[src/rtl/lrd_defines.svh]
// Offsets, field positions, reset values and region constants
`ifndef LRD_DEFINES_SVH
`define LRD_DEFINES_SVH
`define LRD_CFG_OFF 8'h00
`define LRD_STAT_OFF 8'h04
`define LRD_HITS_OFF 8'h08
`define LRD_CFG_PRIM_LSB 0
`define LRD_CFG_SEC_LSB 4
`define LRD_CFG_LINK_LSB 8
`define LRD_STAT_ROMWR_BIT 8
`define LRD_PRIM_RST 2'h1
`define LRD_SEC_RST 3'h1
`define LRD_LINK_RST 6'h00
`define LRD_TOP_PV 25'h1000000
`define LRD_TOP_RA 25'h0100000
`define LRD_LOW_SPLIT_PV 25'h0fc0000
`define LRD_LOW_SPLIT_RA 25'h00c0000
`define LRD_EXP_LIM_PV 25'h0e00000
`define LRD_EXP_LIM_RA_LO 25'h00e0000
`define LRD_EXP_LIM_RA_HI 25'h00a0000
`endif

[src/rtl/lrd_pkg.sv]
// Types shared by the local memory decoder modules
package lrd_pkg;
    typedef enum logic [1:0] {
        LRD_TGT_SYSBUS = 2'b00,
        LRD_TGT_EXP = 2'b01,
        LRD_TGT_LOWER = 2'b10,
        LRD_TGT_UPPER = 2'b11
    } lrd_target_t;
    typedef enum logic [1:0] {
        LRD_ST_IDLE = 2'b00,
        LRD_ST_LOCAL = 2'b01,
        LRD_ST_REMOTE = 2'b10
    } lrd_state_t;
endpackage

[src/rtl/lrd_dec_if.sv]
// Address decode request and result between top and map decoder
`timescale 1ns/1ps
interface lrd_dec_if;
    logic [23:0] addr;
    logic protected_virtual_mode;
    logic [1:0] prim;
    logic [2:0] sec;
    logic hit_upper;
    logic hit_lower;
    logic hit_exp;
    logic [24:0] upper_base;
    logic [24:0] lower_base;
    modport requester (output addr, protected_virtual_mode, prim, sec,
        input hit_upper, hit_lower, hit_exp, upper_base, lower_base);
    modport decoder (input addr, protected_virtual_mode, prim, sec,
        output hit_upper, hit_lower, hit_exp, upper_base, lower_base);
endinterface

[src/rtl/lrd_map_dec.sv]
// Primary and secondary memory map decoder for the two rom pairs
`timescale 1ns/1ps
`include "lrd_defines.svh"
module lrd_map_dec
    import lrd_pkg::*;
(
    lrd_dec_if.decoder dec
);
    wire pv = dec.protected_virtual_mode;
    wire split = dec.sec[2];
    wire [24:0] top1 = pv ? `LRD_TOP_PV : `LRD_TOP_RA;
    wire [24:0] a = pv ? {1'b0, dec.addr} : {5'h00, dec.addr[19:0]};
    logic [24:0] usize;
    logic [24:0] lsize;
    // Upper pair always ends at the top of the mode's space
    always_comb
    begin
        case (dec.prim)
            2'h0: usize = 25'h0004000;
            2'h1: usize = 25'h0008000;
            2'h2: usize = 25'h0010000;
            default: usize = pv ? 25'h0020000 : 25'h0010000;
        endcase
    end
    always_comb
    begin
        if (split)
        begin
            case (dec.sec[1:0])
                2'h0: lsize = 25'h0001000;
                2'h1: lsize = 25'h0004000;
                2'h2: lsize = 25'h0008000;
                default: lsize = 25'h0010000;
            endcase
        end
        else
        begin
            case (dec.prim)
                2'h0: lsize = 25'h000c000;
                2'h1: lsize = 25'h0008000;
                2'h2: lsize = 25'h0030000;
                default: lsize = pv ? 25'h0020000 : 25'h0030000;
            endcase
        end
    end
    wire [24:0] ubase = top1 - usize;
    wire [24:0] split_base = pv ? `LRD_LOW_SPLIT_PV : `LRD_LOW_SPLIT_RA;
    wire [24:0] lbase = split ? split_base : ubase - lsize;
    wire [24:0] lend = lbase + lsize;
    wire [24:0] exp_ra = dec.prim[1] ? `LRD_EXP_LIM_RA_HI : `LRD_EXP_LIM_RA_LO;
    wire [24:0] exp_lim = pv ? `LRD_EXP_LIM_PV : exp_ra;
    wire in_up = (a >= ubase) && (a < top1);
    wire in_lo = (a >= lbase) && (a < lend) && !in_up;
    assign dec.hit_upper = in_up;
    assign dec.hit_lower = in_lo;
    assign dec.hit_exp = (a < exp_lim) && !in_up && !in_lo;
    assign dec.upper_base = ubase;
    assign dec.lower_base = lbase;
endmodule // lrd_map_dec

[src/rtl/lrd_wait_gen.sv]
// Wait-state counter for one local memory cycle
`timescale 1ns/1ps
module lrd_wait_gen
    import lrd_pkg::*;
#(
    parameter int CW = 2
) (
    input wire logic clk_sys,
    input wire logic reset_n,
    input wire logic start,
    input wire logic [CW-1:0] waits,
    output logic busy,
    output logic done
);
    logic [CW-1:0] count;
    logic [CW-1:0] next_count;
    logic next_busy;
    wire last = busy && (count == {CW{1'b0}});
    assign next_busy = start | (busy & !last);
    assign next_count = start ? waits - {{(CW-1){1'b0}}, 1'b1} :
        (busy ? count - {{(CW-1){1'b0}}, 1'b1} : count);
    assign done = last;
    always_ff @(posedge clk_sys or negedge reset_n)
    begin
        if (!reset_n)
        begin
            busy <= 1'b0;
            count <= '0;
        end
        else
        begin
            busy <= next_busy;
            count <= next_count;
        end
    end
endmodule // lrd_wait_gen

[src/rtl/lrd_top.sv]
// Local rom address decode and wait-state control with register port
//
// Notes on behaviour
// - Two strap bits pick one of four maps
// - Option three upper pair: 128K protected, 64K real
// - Option three lower pair sits directly below upper
// - Option three expansion region: 14M protected, 640K real
// - Three secondary bits, highest pair most significant
// - Secondary option sets socket sizes per pair
// - Options zero to three: lower pair contiguous
// - Options four to seven: lower pair fixed base
// - Upper pair always ends at top of memory
// - Smaller devices alias within the decoded range
// - Even bytes one socket, odd bytes the other
// - Both local pairs are read-only memory
// - Local hits insert per-pair one to three waits
// - Wait-state links decode to per-pair counts
// - Default straps: option one, one wait each
//
// The register addresses and the AHB-Lite interface to the registers were decided locally.
`timescale 1ns/1ps
`include "lrd_defines.svh"
module lrd_top
    import lrd_pkg::*;
(
    input wire logic clk_sys,
    input wire logic reset_n,
    input wire logic hsel,
    input wire logic [31:0] haddr,
    input wire logic [1:0] htrans,
    input wire logic hwrite,
    input wire logic [2:0] hsize,
    input wire logic [31:0] hwdata,
    input wire logic hready,
    output logic [31:0] hrdata,
    output logic hreadyout,
    output logic hresp,
    input wire logic cpu_req,
    input wire logic [23:0] cpu_addr,
    input wire logic cpu_bhe_n,
    input wire logic cpu_write,
    input wire logic protected_virtual_mode,
    output logic cpu_ready,
    output logic upper_rom_pair_sel,
    output logic lower_rom_pair_sel,
    output logic exp_bus_sel,
    output logic sysbus_sel,
    output logic rom_even_cs,
    output logic rom_odd_cs,
    output logic [15:0] rom_word_addr,
    input wire logic ext_ready
);
    // Configuration straps held in a register
    logic [1:0] prim;
    logic [2:0] sec;
    logic [5:0] links;
    logic rom_write_seen;
    logic [15:0] upper_hits;
    logic [15:0] lower_hits;
    lrd_target_t last_target;

    // AHB-Lite address phase capture
    logic dph_write;
    logic [7:0] dph_addr;
    wire ahb_go = hsel && hready && htrans[1];
    wire [7:0] aoff = haddr[7:0];

    function automatic logic [31:0] reg_read(input logic [7:0] off,
        input logic [31:0] cfg, input logic [31:0] stat,
        input logic [31:0] hits);
        logic [31:0] v;
        v = 32'h00000000;
        case (off)
            `LRD_CFG_OFF: v = cfg;
            `LRD_STAT_OFF: v = stat;
            `LRD_HITS_OFF: v = hits;
            default: v = 32'h00000000;
        endcase
        return v;
    endfunction

    // Wait-state link decode: upper pair count, lower pair count
    function automatic logic [3:0] wait_decode(input logic [5:0] l);
        logic w_178_181;
        logic w_178_179;
        logic w_179_180;
        logic w_180_181;
        logic w_177_178;
        logic w_177_180;
        logic [1:0] up;
        logic [1:0] lo;
        w_177_180 = l[0];
        w_177_178 = l[1];
        w_179_180 = l[2];
        w_180_181 = l[3];
        w_178_179 = l[4];
        w_178_181 = l[5];
        if (w_178_181 || w_178_179)
            up = 2'h3;
        else if (w_179_180 || w_180_181)
            up = 2'h2;
        else
            up = 2'h1;
        if (w_178_181 || w_177_178)
            lo = 2'h3;
        else if (w_180_181 || w_177_180)
            lo = 2'h2;
        else
            lo = 2'h1;
        return {up, lo};
    endfunction

    wire [3:0] wcounts = wait_decode(links);
    wire [1:0] upper_waits = wcounts[3:2];
    wire [1:0] lower_waits = wcounts[1:0];

    wire [31:0] cfg_word = {18'h00000, links, 1'b0, sec, 2'h0, prim};
    wire [31:0] stat_word = {23'h000000, rom_write_seen, lower_waits,
        upper_waits, 2'h0, last_target};
    wire [31:0] hits_word = {upper_hits, lower_hits};
    wire [31:0] rd_value = reg_read(aoff, cfg_word, stat_word, hits_word);

    wire wr_cfg = dph_write && (dph_addr == `LRD_CFG_OFF);
    wire wr_stat = dph_write && (dph_addr == `LRD_STAT_OFF);
    wire wr_hits = dph_write && (dph_addr == `LRD_HITS_OFF);

    assign hreadyout = 1'b1;
    assign hresp = 1'b0;

    always_ff @(posedge clk_sys or negedge reset_n)
    begin
        if (!reset_n)
        begin
            dph_write <= 1'b0;
            dph_addr <= 8'h00;
            hrdata <= 32'h00000000;
        end
        else
        begin
            dph_write <= ahb_go && hwrite;
            dph_addr <= aoff;
            if (ahb_go && !hwrite)
                hrdata <= rd_value;
        end
    end

    // Defaults give option one/one and one wait per pair
    always_ff @(posedge clk_sys or negedge reset_n)
    begin
        if (!reset_n)
        begin
            prim <= `LRD_PRIM_RST;
            sec <= `LRD_SEC_RST;
            links <= `LRD_LINK_RST;
        end
        else if (wr_cfg)
        begin
            prim <= hwdata[`LRD_CFG_PRIM_LSB +: 2];
            sec <= hwdata[`LRD_CFG_SEC_LSB +: 3];
            links <= hwdata[`LRD_CFG_LINK_LSB +: 6];
        end
    end

    // Processor cycle capture
    lrd_state_t state;
    lrd_state_t next_state;
    logic [23:0] cyc_addr;
    logic cyc_bhe_n;
    logic cyc_write;

    lrd_dec_if dec ();
    assign dec.addr = cpu_addr;
    assign dec.protected_virtual_mode = protected_virtual_mode;
    assign dec.prim = prim;
    assign dec.sec = sec;

    lrd_map_dec u_map (
        .dec(dec)
    );

    wire take = (state == LRD_ST_IDLE) && cpu_req;
    wire local_hit = dec.hit_upper || dec.hit_lower;
    lrd_target_t dec_target;
    assign dec_target = dec.hit_upper ? LRD_TGT_UPPER :
        (dec.hit_lower ? LRD_TGT_LOWER :
        (dec.hit_exp ? LRD_TGT_EXP : LRD_TGT_SYSBUS));
    wire [1:0] pick_waits = dec.hit_upper ? upper_waits : lower_waits;

    logic wg_busy;
    logic wg_done;
    lrd_wait_gen #(
        .CW(2)
    ) u_wait (
        .clk_sys(clk_sys),
        .reset_n(reset_n),
        .start(take && local_hit),
        .waits(pick_waits),
        .busy(wg_busy),
        .done(wg_done)
    );

    always_comb
    begin
        case (state)
            LRD_ST_IDLE:
                if (take)
                    next_state = local_hit ? LRD_ST_LOCAL : LRD_ST_REMOTE;
                else
                    next_state = LRD_ST_IDLE;
            LRD_ST_LOCAL:
                next_state = wg_done ? LRD_ST_IDLE : LRD_ST_LOCAL;
            LRD_ST_REMOTE:
                next_state = ext_ready ? LRD_ST_IDLE : LRD_ST_REMOTE;
            default:
                next_state = LRD_ST_IDLE;
        endcase
    end

    always_ff @(posedge clk_sys or negedge reset_n)
    begin
        if (!reset_n)
        begin
            state <= LRD_ST_IDLE;
            last_target <= LRD_TGT_SYSBUS;
            cyc_addr <= 24'h000000;
            cyc_bhe_n <= 1'b1;
            cyc_write <= 1'b0;
        end
        else
        begin
            state <= next_state;
            if (take)
            begin
                last_target <= dec_target;
                cyc_addr <= cpu_addr;
                cyc_bhe_n <= cpu_bhe_n;
                cyc_write <= cpu_write;
            end
        end
    end

    // Target selects stand for the whole cycle
    wire in_local = (state == LRD_ST_LOCAL);
    wire in_remote = (state == LRD_ST_REMOTE);
    assign upper_rom_pair_sel = in_local && (last_target == LRD_TGT_UPPER);
    assign lower_rom_pair_sel = in_local && (last_target == LRD_TGT_LOWER);
    assign exp_bus_sel = in_remote && (last_target == LRD_TGT_EXP);
    assign sysbus_sel = in_remote && (last_target == LRD_TGT_SYSBUS);
    // Remote cycles see no local wait states
    assign cpu_ready = (in_local && wg_done) || (in_remote && ext_ready);

    // Roms never see a write strobe; a write cycle still completes
    wire rom_rd = in_local && !cyc_write;
    assign rom_even_cs = rom_rd && !cyc_addr[0];
    assign rom_odd_cs = rom_rd && (cyc_addr[0] || !cyc_bhe_n);

    // Socket size sets how many word address bits reach the devices
    logic [15:0] sock_mask;
    always_comb
    begin
        if (dec.hit_upper && sec[2])
            sock_mask = 16'hffff;
        else
        begin
            case (sec[1:0])
                2'h0: sock_mask = sec[2] ? 16'h07ff : 16'h1fff;
                2'h1: sock_mask = sec[2] ? 16'h1fff : 16'h3fff;
                2'h2: sock_mask = sec[2] ? 16'h3fff : 16'h7fff;
                default: sock_mask = sec[2] ? 16'h7fff : 16'hffff;
            endcase
        end
    end
    // Built from the live request so the address stands from the first cycle
    wire [24:0] req_a = protected_virtual_mode ? {1'b0, cpu_addr} :
        {5'h00, cpu_addr[19:0]};
    wire [24:0] pair_base = dec.hit_upper ? dec.upper_base : dec.lower_base;
    wire [24:0] pair_off = req_a - pair_base;
    // Upper address bits dropped, so small devices repeat
    wire [15:0] word_off = pair_off[16:1] & sock_mask;

    always_ff @(posedge clk_sys or negedge reset_n)
    begin
        if (!reset_n)
            rom_word_addr <= 16'h0000;
        else if (take)
            rom_word_addr <= word_off;
    end

    // Write to rom is flagged; a new event wins over the clear
    wire romwr_evt = take && local_hit && cpu_write;
    wire romwr_clr = wr_stat && hwdata[`LRD_STAT_ROMWR_BIT];
    always_ff @(posedge clk_sys or negedge reset_n)
    begin
        if (!reset_n)
            rom_write_seen <= 1'b0;
        else if (romwr_evt)
            rom_write_seen <= 1'b1;
        else if (romwr_clr)
            rom_write_seen <= 1'b0;
    end

    wire up_evt = take && dec.hit_upper;
    wire lo_evt = take && dec.hit_lower;
    always_ff @(posedge clk_sys or negedge reset_n)
    begin
        if (!reset_n)
        begin
            upper_hits <= 16'h0000;
            lower_hits <= 16'h0000;
        end
        else if (wr_hits)
        begin
            upper_hits <= up_evt ? 16'h0001 : 16'h0000;
            lower_hits <= lo_evt ? 16'h0001 : 16'h0000;
        end
        else
        begin
            if (up_evt)
                upper_hits <= upper_hits + 16'h0001;
            if (lo_evt)
                lower_hits <= lower_hits + 16'h0001;
        end
    end
endmodule // lrd_top

[config.mk]
export PLATFORM = sky130hd
export DESIGN_NAME = lrd_top
export DESIGN_NICKNAME = d
export VERILOG_FILES = /design/src/rtl/lrd_pkg.sv /design/src/rtl/lrd_dec_if.sv /design/src/rtl/lrd_map_dec.sv /design/src/rtl/lrd_wait_gen.sv /design/src/rtl/lrd_top.sv
export VERILOG_INCLUDE_DIRS = /design/src /design/src/rtl
export SDC_FILE = /design/constraint.sdc
export NUM_CORES = 1
export LEC_CHECK = 0
export BUFFER_PORTS_ARGS = -buffer_cell sky130_fd_sc_hd__buf_2
export CAP_MARGIN = 40
export CORE_MARGIN = 5
export CORE_UTILIZATION = 50
export CTS_CLUSTER_SIZE = 30
export DETAILED_ROUTE_END_ITERATION = 12
export PLACE_DENSITY = 0.85
export SLEW_MARGIN = 20
export SYNTH_ARGS = -nofsm -noshare
export SYNTH_HDL_FRONTEND = slang
export SYNTH_SLANG_ARGS = --single-unit
[constraint.sdc]
create_clock -name clk_sys -period 6.1 [get_ports clk_sys]
set_input_delay 1.525 -clock clk_sys [delete_from_list [all_inputs] [get_ports clk_sys]]
set_output_delay 1.525 -clock clk_sys [all_outputs]
set_load 0.01 [all_outputs]
* After elaboration in Yosys (flattened, before gate mapping)
Cells that the tools add are included.
** Cells by class
- Equality and inequality tests :: 13
- $add $sub $neg :: 8
- Magnitude comparators :: 5
- Reductions and logical operators :: 54
- Multiplexer cells :: 43
- Bitwise operators :: 3
** Operator list (number)
- 25-bit case mux with 3 select lines :: 2
- 25-bit 2-to-1 mux :: 4
- 16-bit 2-to-1 mux :: 6
- 32-bit case mux with 3 select lines :: 1
- 24-bit by 25-bit < comparator with 1-bit output :: 3
- 17-bit case mux with 3 select lines :: 1
- 24-bit by 25-bit greater-or-equal comparator with 1-bit output :: 2
- 25-bit subtractor :: 2
- 24-bit 2-to-1 mux :: 2
- 16-bit case mux with 3 select lines :: 1
- 17-bit 2-to-1 mux :: 2
- 16-bit by 1-bit adder with 16-bit output, second input constant :: 2
- 1-bit logical AND :: 29
- 25-bit adder :: 1
- 2-bit 2-to-1 mux :: 12
- 19-bit 2-to-1 mux :: 1
- 18-bit 2-to-1 mux :: 1
- 17-bit subtractor :: 1
- 16-bit AND :: 1
- 8-bit by 3-bit == test with 1-bit output, second input constant :: 2
- 8-bit by 4-bit == test with 1-bit output, second input constant :: 2
- 8-bit logical NOT :: 2
- 15-bit 2-to-1 mux :: 1
- 14-bit 2-to-1 mux :: 1
- 12 further kinds :: 44
** Word-level totals
- Word-level logic and storage cells :: 143
- Register bits :: 111
- Output and inout port bits :: 57
- Bits of input ports :: 103

* Longest topological paths before layout
Gate-level depths: netlist (run 1).
- Word-level depth :: 14
- Mapped depth :: 28
- Gate-level depth less buffers :: 26

* By module
A second synthesis (run 1) with hierarchy kept.
** Unflattened totals
- Cell total of the unflattened synthesis :: 832
- Area total of the unflattened synthesis :: 7683.6 um^2
** Modules (own cells, without submodules)
- lrd_top :: area each 5750.5 um^2, instances 1, seq. area each 2706.3 um^2, cells an instance 567
- lrd_map_dec :: area each 1783.0 um^2, instances 1, seq. area each 0.0 um^2, cells an instance 251
- lrd_wait_gen :: area each 150.1 um^2, instances 1, seq. area each 75.1 um^2, cells an instance 14

* Worst setup path after synthesis (run 1)
OpenSTA, ideal clock, no wires.
- Path type :: register to register
- From :: register prim[1], in the netlist dec.prim[1]
- To :: register lower_hits[10]
- Period minus slack after synthesis :: 5.162 ns
- Cell stages (with the launch flop) :: 27
- Setup slack :: 0.938 ns
- Arrival :: 5.043 ns
- Data required time :: 5.981 ns
- Path buffers :: 2
- Path through :: dfrtp_1 > buf_2 > or2_2 > ha_1 > ha_1 > a21o_1 > a31oi_1 > xnor2_1 > nand2_1 > inv_1 > ha_1 > inv_1 > o21bai_1 > a21oi_1 > nor2_1 > nand3_1 > o21ai_0 > a32oi_1 > ha_1 > a21o_1 > a21oi_1 > o221ai_1 > o32ai_1 > a21oi_2 > buf_2 > o31a_1 > o21a_1
** On the way
- Longest elaborated chain between the ends :: 11
- Elaborated cells between the ends (all ways) :: 19
** RTL lines
- from (decl) :: RTL line lrd_top.sv:54 : logic [1:0] prim;
- from (signal assigned) :: RTL line lrd_top.sv:152 : prim <= `LRD_PRIM_RST;
- from (signal assigned) :: RTL line lrd_top.sv:158 : prim <= hwdata[`LRD_CFG_PRIM_LSB +: 2];
- 2-bit == test, or another cell as far along :: RTL line lrd_map_dec.sv:18, lrd_map_dec.sv:38
- 25-bit case mux with 3 select lines, on equally long branches :: RTL line lrd_map_dec.sv:18, lrd_map_dec.sv:38
- 25-bit subtractor or 25-bit 2-to-1 mux (tied branches) :: RTL line lrd_map_dec.sv:46, lrd_map_dec.sv:27
- 25-bit subtractor :: RTL line lrd_map_dec.sv:48 : wire [24:0] lbase = split ? split_base : ubase - lsize;
- 25-bit 2-to-1 mux :: RTL line lrd_map_dec.sv:48
- 25-bit adder :: RTL line lrd_map_dec.sv:49 : wire [24:0] lend = lbase + lsize;
- 24-bit by 25-bit < comparator with 1-bit output :: RTL line lrd_map_dec.sv:53 : wire in_lo = (a >= lbase) && (a < lend) && !in_up;
- 1-bit logical AND :: RTL line lrd_map_dec.sv:53
- 1-bit logical AND (*) :: RTL line lrd_map_dec.sv:53
- 1-bit logical AND (*) :: RTL line lrd_top.sv:303 : wire lo_evt = take && dec.hit_lower;
- 2-bit nonzero test (no source line) (*)
- to (signal assigned) :: RTL line lrd_top.sv:314 : lower_hits <= lo_evt ? 16'h0001 : 16'h0000;
- to (signal assigned) :: RTL line lrd_top.sv:321 : lower_hits <= lower_hits + 16'h0001;
- to (decl) :: RTL line lrd_top.sv:59 : logic [15:0] lower_hits;
Mark *: on every way between the ends. The rest lies on a longest branch, timed or not.
A chain may end at the register's enable or synchronous reset.

* Final worst setup path (run 1)
- From :: register prim[0], in the netlist dec.prim[0]
- To :: register lower_hits[4]
Same word-level chain as after synthesis.

==> flow_metrics.env, run 1 <==
export IMPL_track_usage_pct=21.7
export IMPL_synth_top_area_cell="dfrtp_1"
export IMPL_die_w_um=127
export IMPL_htreeDepth=3
export IMPL_hold_class="reg -> reg"
export IMPL_ir_worst_vdd_uv=219
export IMPL_status="completed"
export IMPL_fin_area_um2=7990
export IMPL_numCtsBuffers=9
export IMPL_arrival_ns=5.72
export IMPL_post_route_period_util_pct=89.0
export IMPL_route_detailed_drc=0
export IMPL_die_h_um=127
export IMPL_required_ns=6.39
export IMPL_hpwl_um=13100
export IMPL_netlist_area_um2=6870
export IMPL_cap_viol_max_count=0
export IMPL_worst_slew_pin_slew_ns=0.647
export IMPL_seq_area_frac_synth_pct=40.5
export IMPL_path_clk_slew_ns=0.08
export IMPL_nNetsFinal=1000
export IMPL_max_freq_mhz=184
export IMPL_rsz0062_at_grt="no"
export IMPL_ys_warn_count=0
export IMPL_routed_via_density=5.79
export IMPL_postCtsSetupBuffers=0
export IMPL_die_area_um2=16200
export IMPL_wl_um=17400
export IMPL_layout_drive_gt1_share_pct=21.0
export IMPL_ios=160
export IMPL_min_period_ns=5.43
export IMPL_syn_area_per_cell_um2=9.35
export IMPL_synthTopCellsByCount="dfrtp_1 (108), nand2_1 (103), ha_1 (48), a21oi_1 (41), nor2_1 (41)"
export IMPL_grt_max_degree=53
export IMPL_synthFlopType="dfrtp_1"
export IMPL_ctsResizeCount=0
export IMPL_synth_area_top_cells="dfrtp_1 (39%), ha_1 (8.7%), nand2_1 (5.6%), mux2i_1 (3.1%), xnor2_1 (3.1%)"
export IMPL_cts_sinks=111
export IMPL_critPathCaptureType="register"
export IMPL_path_max_fanout=26
export IMPL_grt_pass1_vias=5839
export IMPL_cts_root_buf="clkbuf_16"
export IMPL_antenna_found_initial=0
export IMPL_syn_inst=735
export IMPL_fillers=1167
export IMPL_grt_overflow=0
export IMPL_clockBufferDepth=2
export IMPL_wl_per_cell_um=16.9
export IMPL_num_rows=42
export IMPL_synth_edff_count=0
export IMPL_first_pass_iters=5
export IMPL_setup_viol=0
export IMPL_start_util_pct=51.5
export IMPL_areaGrowthSynthToFinish_pct=16.3
export IMPL_cts_tree="done"
export IMPL_start_kind="register"
export IMPL_fin_ws_ns=0.669
export IMPL_postPlaceCellArea_um2=7700
export IMPL_critical_path_class="reg -> reg"
export IMPL_io_buffers=108
export IMPL_drv_slew=0
export IMPL_synth_seq_cells=111
export IMPL_p_leak_nw=3.86
export IMPL_postLayoutCoreUtil_pct=59.9
export IMPL_clkLatencyLatePin_ns=0.36
export IMPL_synth_cell_types=74
export IMPL_vias=5944
export IMPL_dpl_worst_slack_ns=0.725
export IMPL_synth_top_area_share_pct=39.3
export IMPL_tns_ns=0
export IMPL_diodes=0
export IMPL_async_reset_ff_share_pct=100
export IMPL_synthMostInstantiatedCell="dfrtp_1"
export IMPL_finalClockSkew_ns=0.0129
export IMPL_dr_first_iter_drc_count=473
export IMPL_holdBufCountCts=0
export IMPL_detail_route_antenna_nets=0
export IMPL_grt_pass1_wl_um=28500
export IMPL_gp_congestion=0.902
export IMPL_hold_violations=0
export IMPL_relSlewSlack_pct=55.7
export IMPL_power_density_nw_per_um2=257
export IMPL_core_area_um2=13300
## cell families (layout without fill, tap and decap cells)
| logic type | Yosys count | count (layout) | share of synthesized area [%] |
|---|---|---|---|
| buffers and inverters | 73 | 180 | 4.44 |
| AOI/OAI and AO/OA | 166 | 166 | 17.0 |
| DFF | 111 | 111 | 40.5 |
| other | 2 | 11 | 0.109 |
| xor gates and xnor gates | 27 | 27 | 3.44 |
| muxes | 30 | 30 | 4.53 |
| adders and majority gates | 51 | 51 | 9.61 |
| and+or+nand+nor | 275 | 275 | 20.4 |
## layout by cell type (no fill, tap or decap), drive strengths merged, types with 3 or more instances in the layout
master / n
a211o: 3
a211oi: 4
a21boi: 3
a21o: 9
a21oi: 43
a22o: 21
a31oi: 6
and2: 8
and3: 8
buf: 128
clkbuf: 9
clkinv: 4
conb: 11
dfrtp: 108
dfstp: 3
fa: 3
ha: 48
inv: 37
mux2: 9
mux2i: 21
nand2: 103
nand2b: 13
nand3: 22
nand4: 11
nor2: 41
nor2b: 6
nor3: 14
nor3b: 4
nor4: 19
o21a: 7
o21ai: 27
o22a: 3
o31a: 3
o31ai: 17
or2: 4
or3: 6
or4: 10
xnor2: 24
xor2: 3
## through the flow
step	instances	power, mW	hold WS (ns)
6_report	1027	2.05	0.461
4_1_cts	1027	2.07	0.461
3_3_place_gp	1009	1.46	0.448
2_1_floorplan	744	1.28	0.436
3_5_place_dp	1011	1.48	0.446
5_1_grt	1027	2.18	0.489
## cell type report
cell class / instances / area (um2) / area share (%)
clock inverter: 7 / 70.1 / 0.877
tap: 176 / 220 / 2.76
multi-input combinational: 560 / 3830 / 48.0
sequential: 111 / 2780 / 34.8
clock buffer: 9 / 225 / 2.82
timing repair buffer: 128 / 726 / 9.08
inverter: 36 / 135 / 1.69
## critical path: stages, from the launching register on
cell	delay, ns
dfstp_2	0.42
or2_2	0.34
ha_1	0.32
ha_1	0.37
a21o_1	0.22
a31oi_1	0.24
xnor2_1	0.15
nand2_1	0.11
inv_1	0.07
ha_1	0.21
inv_1	0.10
o21bai_1	0.12
a21oi_1	0.23
nor2_1	0.10
nand3_1	0.13
o21ai_0	0.08
a32oi_1	0.19
ha_1	0.29
a21o_1	0.16
a21oi_1	0.14
o221ai_1	0.13
o32ai_1	0.24
a21oi_2	0.13
buf_12	0.19
or4_1	0.51
a21oi_1	0.16
## per-layer routing
| metal | routed length, um | part of all wire (%) | global-route usage [%] | vias up |
|---|---|---|---|---|
| met5 | 0 | 0 | 0 | - |
| met4 | 269 | 1.5 | 6.56 | 0 |
| met3 | 1020 | 5.9 | 3.80 | 21 |
| met2 | 8300 | 48 | 36.1 | 181 |
| met1 | 7800 | 45 | 29.3 | 2882 |
| li1 | - | - | - | 2860 |
## power breakdown
group	switching [mW]	leakage (nW)	total [mW]	internal (mW)
clock	0.299	0.138	0.585	0.286
sequential	0.107	1.44	0.955	0.848
combinational	0.301	2.28	0.512	0.211
## worst paths after layout
kind	end	start	cells past startpoint	slack [ns]
setup / recovery	lower_hits[4]	dec.prim[0]	25	0.67
hold / removal	cyc_bhe_n	cyc_bhe_n	2	0.46
setup reg to reg	lower_hits[4]	dec.prim[0]	25	0.67
hold reg to reg	cyc_bhe_n	cyc_bhe_n	2	0.46
max in group asynchronous	cyc_addr[0]	reset_n	2	4.23
min in group asynchronous	hrdata[18]	reset_n	1	1.02
## flip-flops by register name, indices dropped and copies added (netlist names)
register / cells
dec.sec: 3
lower_hits: 16
cyc_bhe_n: 1
rom_word_addr: 16
u_wait.busy: 1
links: 6
dec.prim: 2
hrdata: 32
cyc_addr: 1
state: 2
dph_addr: 8
u_wait.count: 2
upper_hits: 16
last_target: 2
dph_write: 1
rom_write_seen: 1
cyc_write: 1
(Power assumes the default switching activity.)
==> run 2: changes to the inputs <==
--- a/config.mk
+++ b/config.mk
@@ -6,6 +6,7 @@
 export SDC_FILE = /design/constraint.sdc
 export NUM_CORES = 1
 export LEC_CHECK = 0
+export ABC_AREA = 1
 export BUFFER_PORTS_ARGS = -buffer_cell sky130_fd_sc_hd__buf_2
 export CAP_MARGIN = 40
 export CORE_MARGIN = 5
@@ -13,6 +14,7 @@
 export CTS_CLUSTER_SIZE = 30
 export DETAILED_ROUTE_END_ITERATION = 12
 export PLACE_DENSITY = 0.85
+export RECOVER_POWER = 50
 export SLEW_MARGIN = 20
 export SYNTH_ARGS = -nofsm -noshare
 export SYNTH_HDL_FRONTEND = slang
==> flow_metrics.env, run 2 <==
export IMPL_yosys_area_share_simple_pct=26.2
export IMPL_hpwl_um=12900
export IMPL_vias=6316
export IMPL_largest_reg_flops=32
export IMPL_detail_route_antenna_nets=0
export IMPL_ios=160
export IMPL_first_pass_iters=6
export IMPL_hold_class="reg -> reg"
export IMPL_final_common_cell="nand2_1"
export IMPL_worst_slew_pin_slew_ns=3.02
export IMPL_grt_max_degree=60
export IMPL_path_clk_slew_ns=0.07
export IMPL_nNetsFinal=1161
export IMPL_required_ns=6.35
export IMPL_final_cell_mix="nand2_1 (198), inv_1 (116), dfrtp_1 (108), o21ai_0 (68), nor2_1 (65)"
export IMPL_synth_area_top_cells="dfrtp_1 (39%), nand2_1 (11%), ha_1 (8.6%), inv_1 (6.2%), o21ai_0 (4.9%)"
export IMPL_syn_area_per_cell_um2=7.81
export IMPL_numCtsBuffers=9
export IMPL_start_util_pct=50.6
export IMPL_max_freq_mhz=185
export IMPL_track_usage_pct=21.0
export IMPL_fin_area_um2=7990
export IMPL_rsz0062_at_grt="no"
export IMPL_grt_pass1_vias=6018
export IMPL_cp_common_cell="nand2_1"
export IMPL_grt_pass1_wl_um=28300
export IMPL_synth_seq_cells=111
export IMPL_areaGrowthSynthToFinish_pct=14.5
export IMPL_route_detailed_drc=0
export IMPL_relSlewSlack_pct=-101
export IMPL_routed_via_density=5.30
export IMPL_synthFlopType="dfrtp_1"
export IMPL_ir_worst_vdd_uv=206
export IMPL_clockBufferDepth=2
export IMPL_synth_edff_count=0
export IMPL_die_h_um=128
export IMPL_status="finished, violations left"
export IMPL_synth_cell_types=53
export IMPL_regMostFlops="hrdata"
export IMPL_tns_ns=0
export IMPL_clkLatencyLatePin_ns=0.36
export IMPL_io_buffers=108
export IMPL_min_period_ns=5.40
export IMPL_die_area_um2=16400
export IMPL_ys_warn_count=0
export IMPL_async_reset_ff_share_pct=100
export IMPL_netlist_area_um2=6980
export IMPL_antenna_found_initial=0
export IMPL_critical_path_class="reg -> reg"
export IMPL_synth_top_area_cell="dfrtp_1"
export IMPL_synthTopCellsByCount="nand2_1 (198), inv_1 (116), dfrtp_1 (108), o21ai_0 (68), nor2_1 (65)"
export IMPL_critPathSlowestCell="dfrtp_1"
export IMPL_start_kind="register"
export IMPL_wl_per_cell_um=14.3
export IMPL_hold_violations=0
export IMPL_ctsResizeCount=0
export IMPL_synth_xor_area_share_pct=2.76
export IMPL_finalClockSkew_ns=0.0129
export IMPL_setup_viol=0
export IMPL_holdBufCountCts=0
export IMPL_cts_tree="done"
export IMPL_drv_slew=60
export IMPL_arrival_ns=5.65
export IMPL_power_density_nw_per_um2=270
export IMPL_wl_um=17000
export IMPL_diodes=0
export IMPL_core_area_um2=13800
export IMPL_path_max_fanout=19
export IMPL_synth_top_family_by_area="simple AND/OR/NAND/NOR gates"
export IMPL_yosys_mux_area_fraction_pct=0.484
export IMPL_syn_inst=893
export IMPL_seq_area_frac_synth_pct=39.9
export IMPL_postLayoutCoreUtil_pct=58.0
export IMPL_num_rows=43
export IMPL_violations="capacitance limit, slew limit"
export IMPL_cap_viol_max_count=1
export IMPL_cts_sinks=111
export IMPL_synth_compound_area_share_pct=12.4
export IMPL_finalPower_mw=2.15
export IMPL_synthMostInstantiatedCell="nand2_1"
export IMPL_critPathCaptureType="register"
export IMPL_postCtsSetupBuffers=0
export IMPL_p_leak_nw=3.97
export IMPL_cts_root_buf="clkbuf_16"
export IMPL_grt_overflow=0
export IMPL_post_route_period_util_pct=88.5
export IMPL_htreeDepth=3
export IMPL_dr_first_iter_drc_count=471
export IMPL_synth_fa_ha_area_share_pct=9.61
export IMPL_layout_drive_gt1_share_pct=12.2
export IMPL_synth_top_area_share_pct=38.7
export IMPL_gp_congestion=0.881
export IMPL_postPlaceCellArea_um2=7730
export IMPL_cpPeakStageDelay_ns=0.52
export IMPL_die_w_um=128
-- run 2: area by class of cell --
class	count	area, um2
Clock buffer	11	243
Clock inverter	5	88.8
Fill cell	1302	5780
Inverter	127	479
Multi-Input combinational cell	643	3640
Sequential cell	111	2780
Tap cell	180	225
Timing Repair Buffer	115	529
-- run 2: final timing paths --
path	slack [ns]	end	cells after the start	start
max reg2reg	0.70	lower_hits[0]	31	dec.prim[1]
min	0.48	cyc_bhe_n	2	cyc_bhe_n
max	0.70	lower_hits[0]	31	dec.prim[1]
max in group asynchronous	2.01	hrdata[15]	2	reset_n
min reg2reg	0.48	cyc_bhe_n	2	cyc_bhe_n
min in group asynchronous	2.15	hrdata[17]	1	reset_n
-- run 2: critical path, delay by kind of cell (launching register included) --
family          cells  cell delay [ns]
compound gates      4             0.70
xor+xnor            1             0.19
fa+ha+maj           4             1.29
buf+inv             6             0.46
flops               1             0.52
simple gates       16             2.11
-- run 2: cells by family (layout without fill, tap and decap cells) --
family          Yosys count  in the layout
buf+inv                 148            258
mux                       3              3
flops                   111            111
compound gates          155            155
simple gates            400            400
fa+ha+maj                52             52
other cells               2             11
xor+xnor                 22             22
-- run 2: routing by layer --
metal	global-route usage (%)	up-vias	wire, um
met4	5.31	0	252
met3	4.33	18	1010
met1	29.0	2937	8010
met2	34.0	190	7730
li1	-	3171	-
met5	0	-	0
-- run 2: stage by stage --
step	cells	hold slack [ns]	worst slack, ns
floorplan	902	0.441	1.45
global placement	1175	0.460	0.500
detailed placement	1176	0.466	0.428
CTS	1192	0.479	0.723
global route	1192	0.489	0.117
finish	1192	0.479	0.702
-- run 2: report_power, final --
part	switching (mW)	leakage, nW	internal [mW]
sequential	0.0824	1.44	0.847
clock	0.273	0.162	0.377
combinational	0.371	2.37	0.204
total	0.727	3.97	1.43
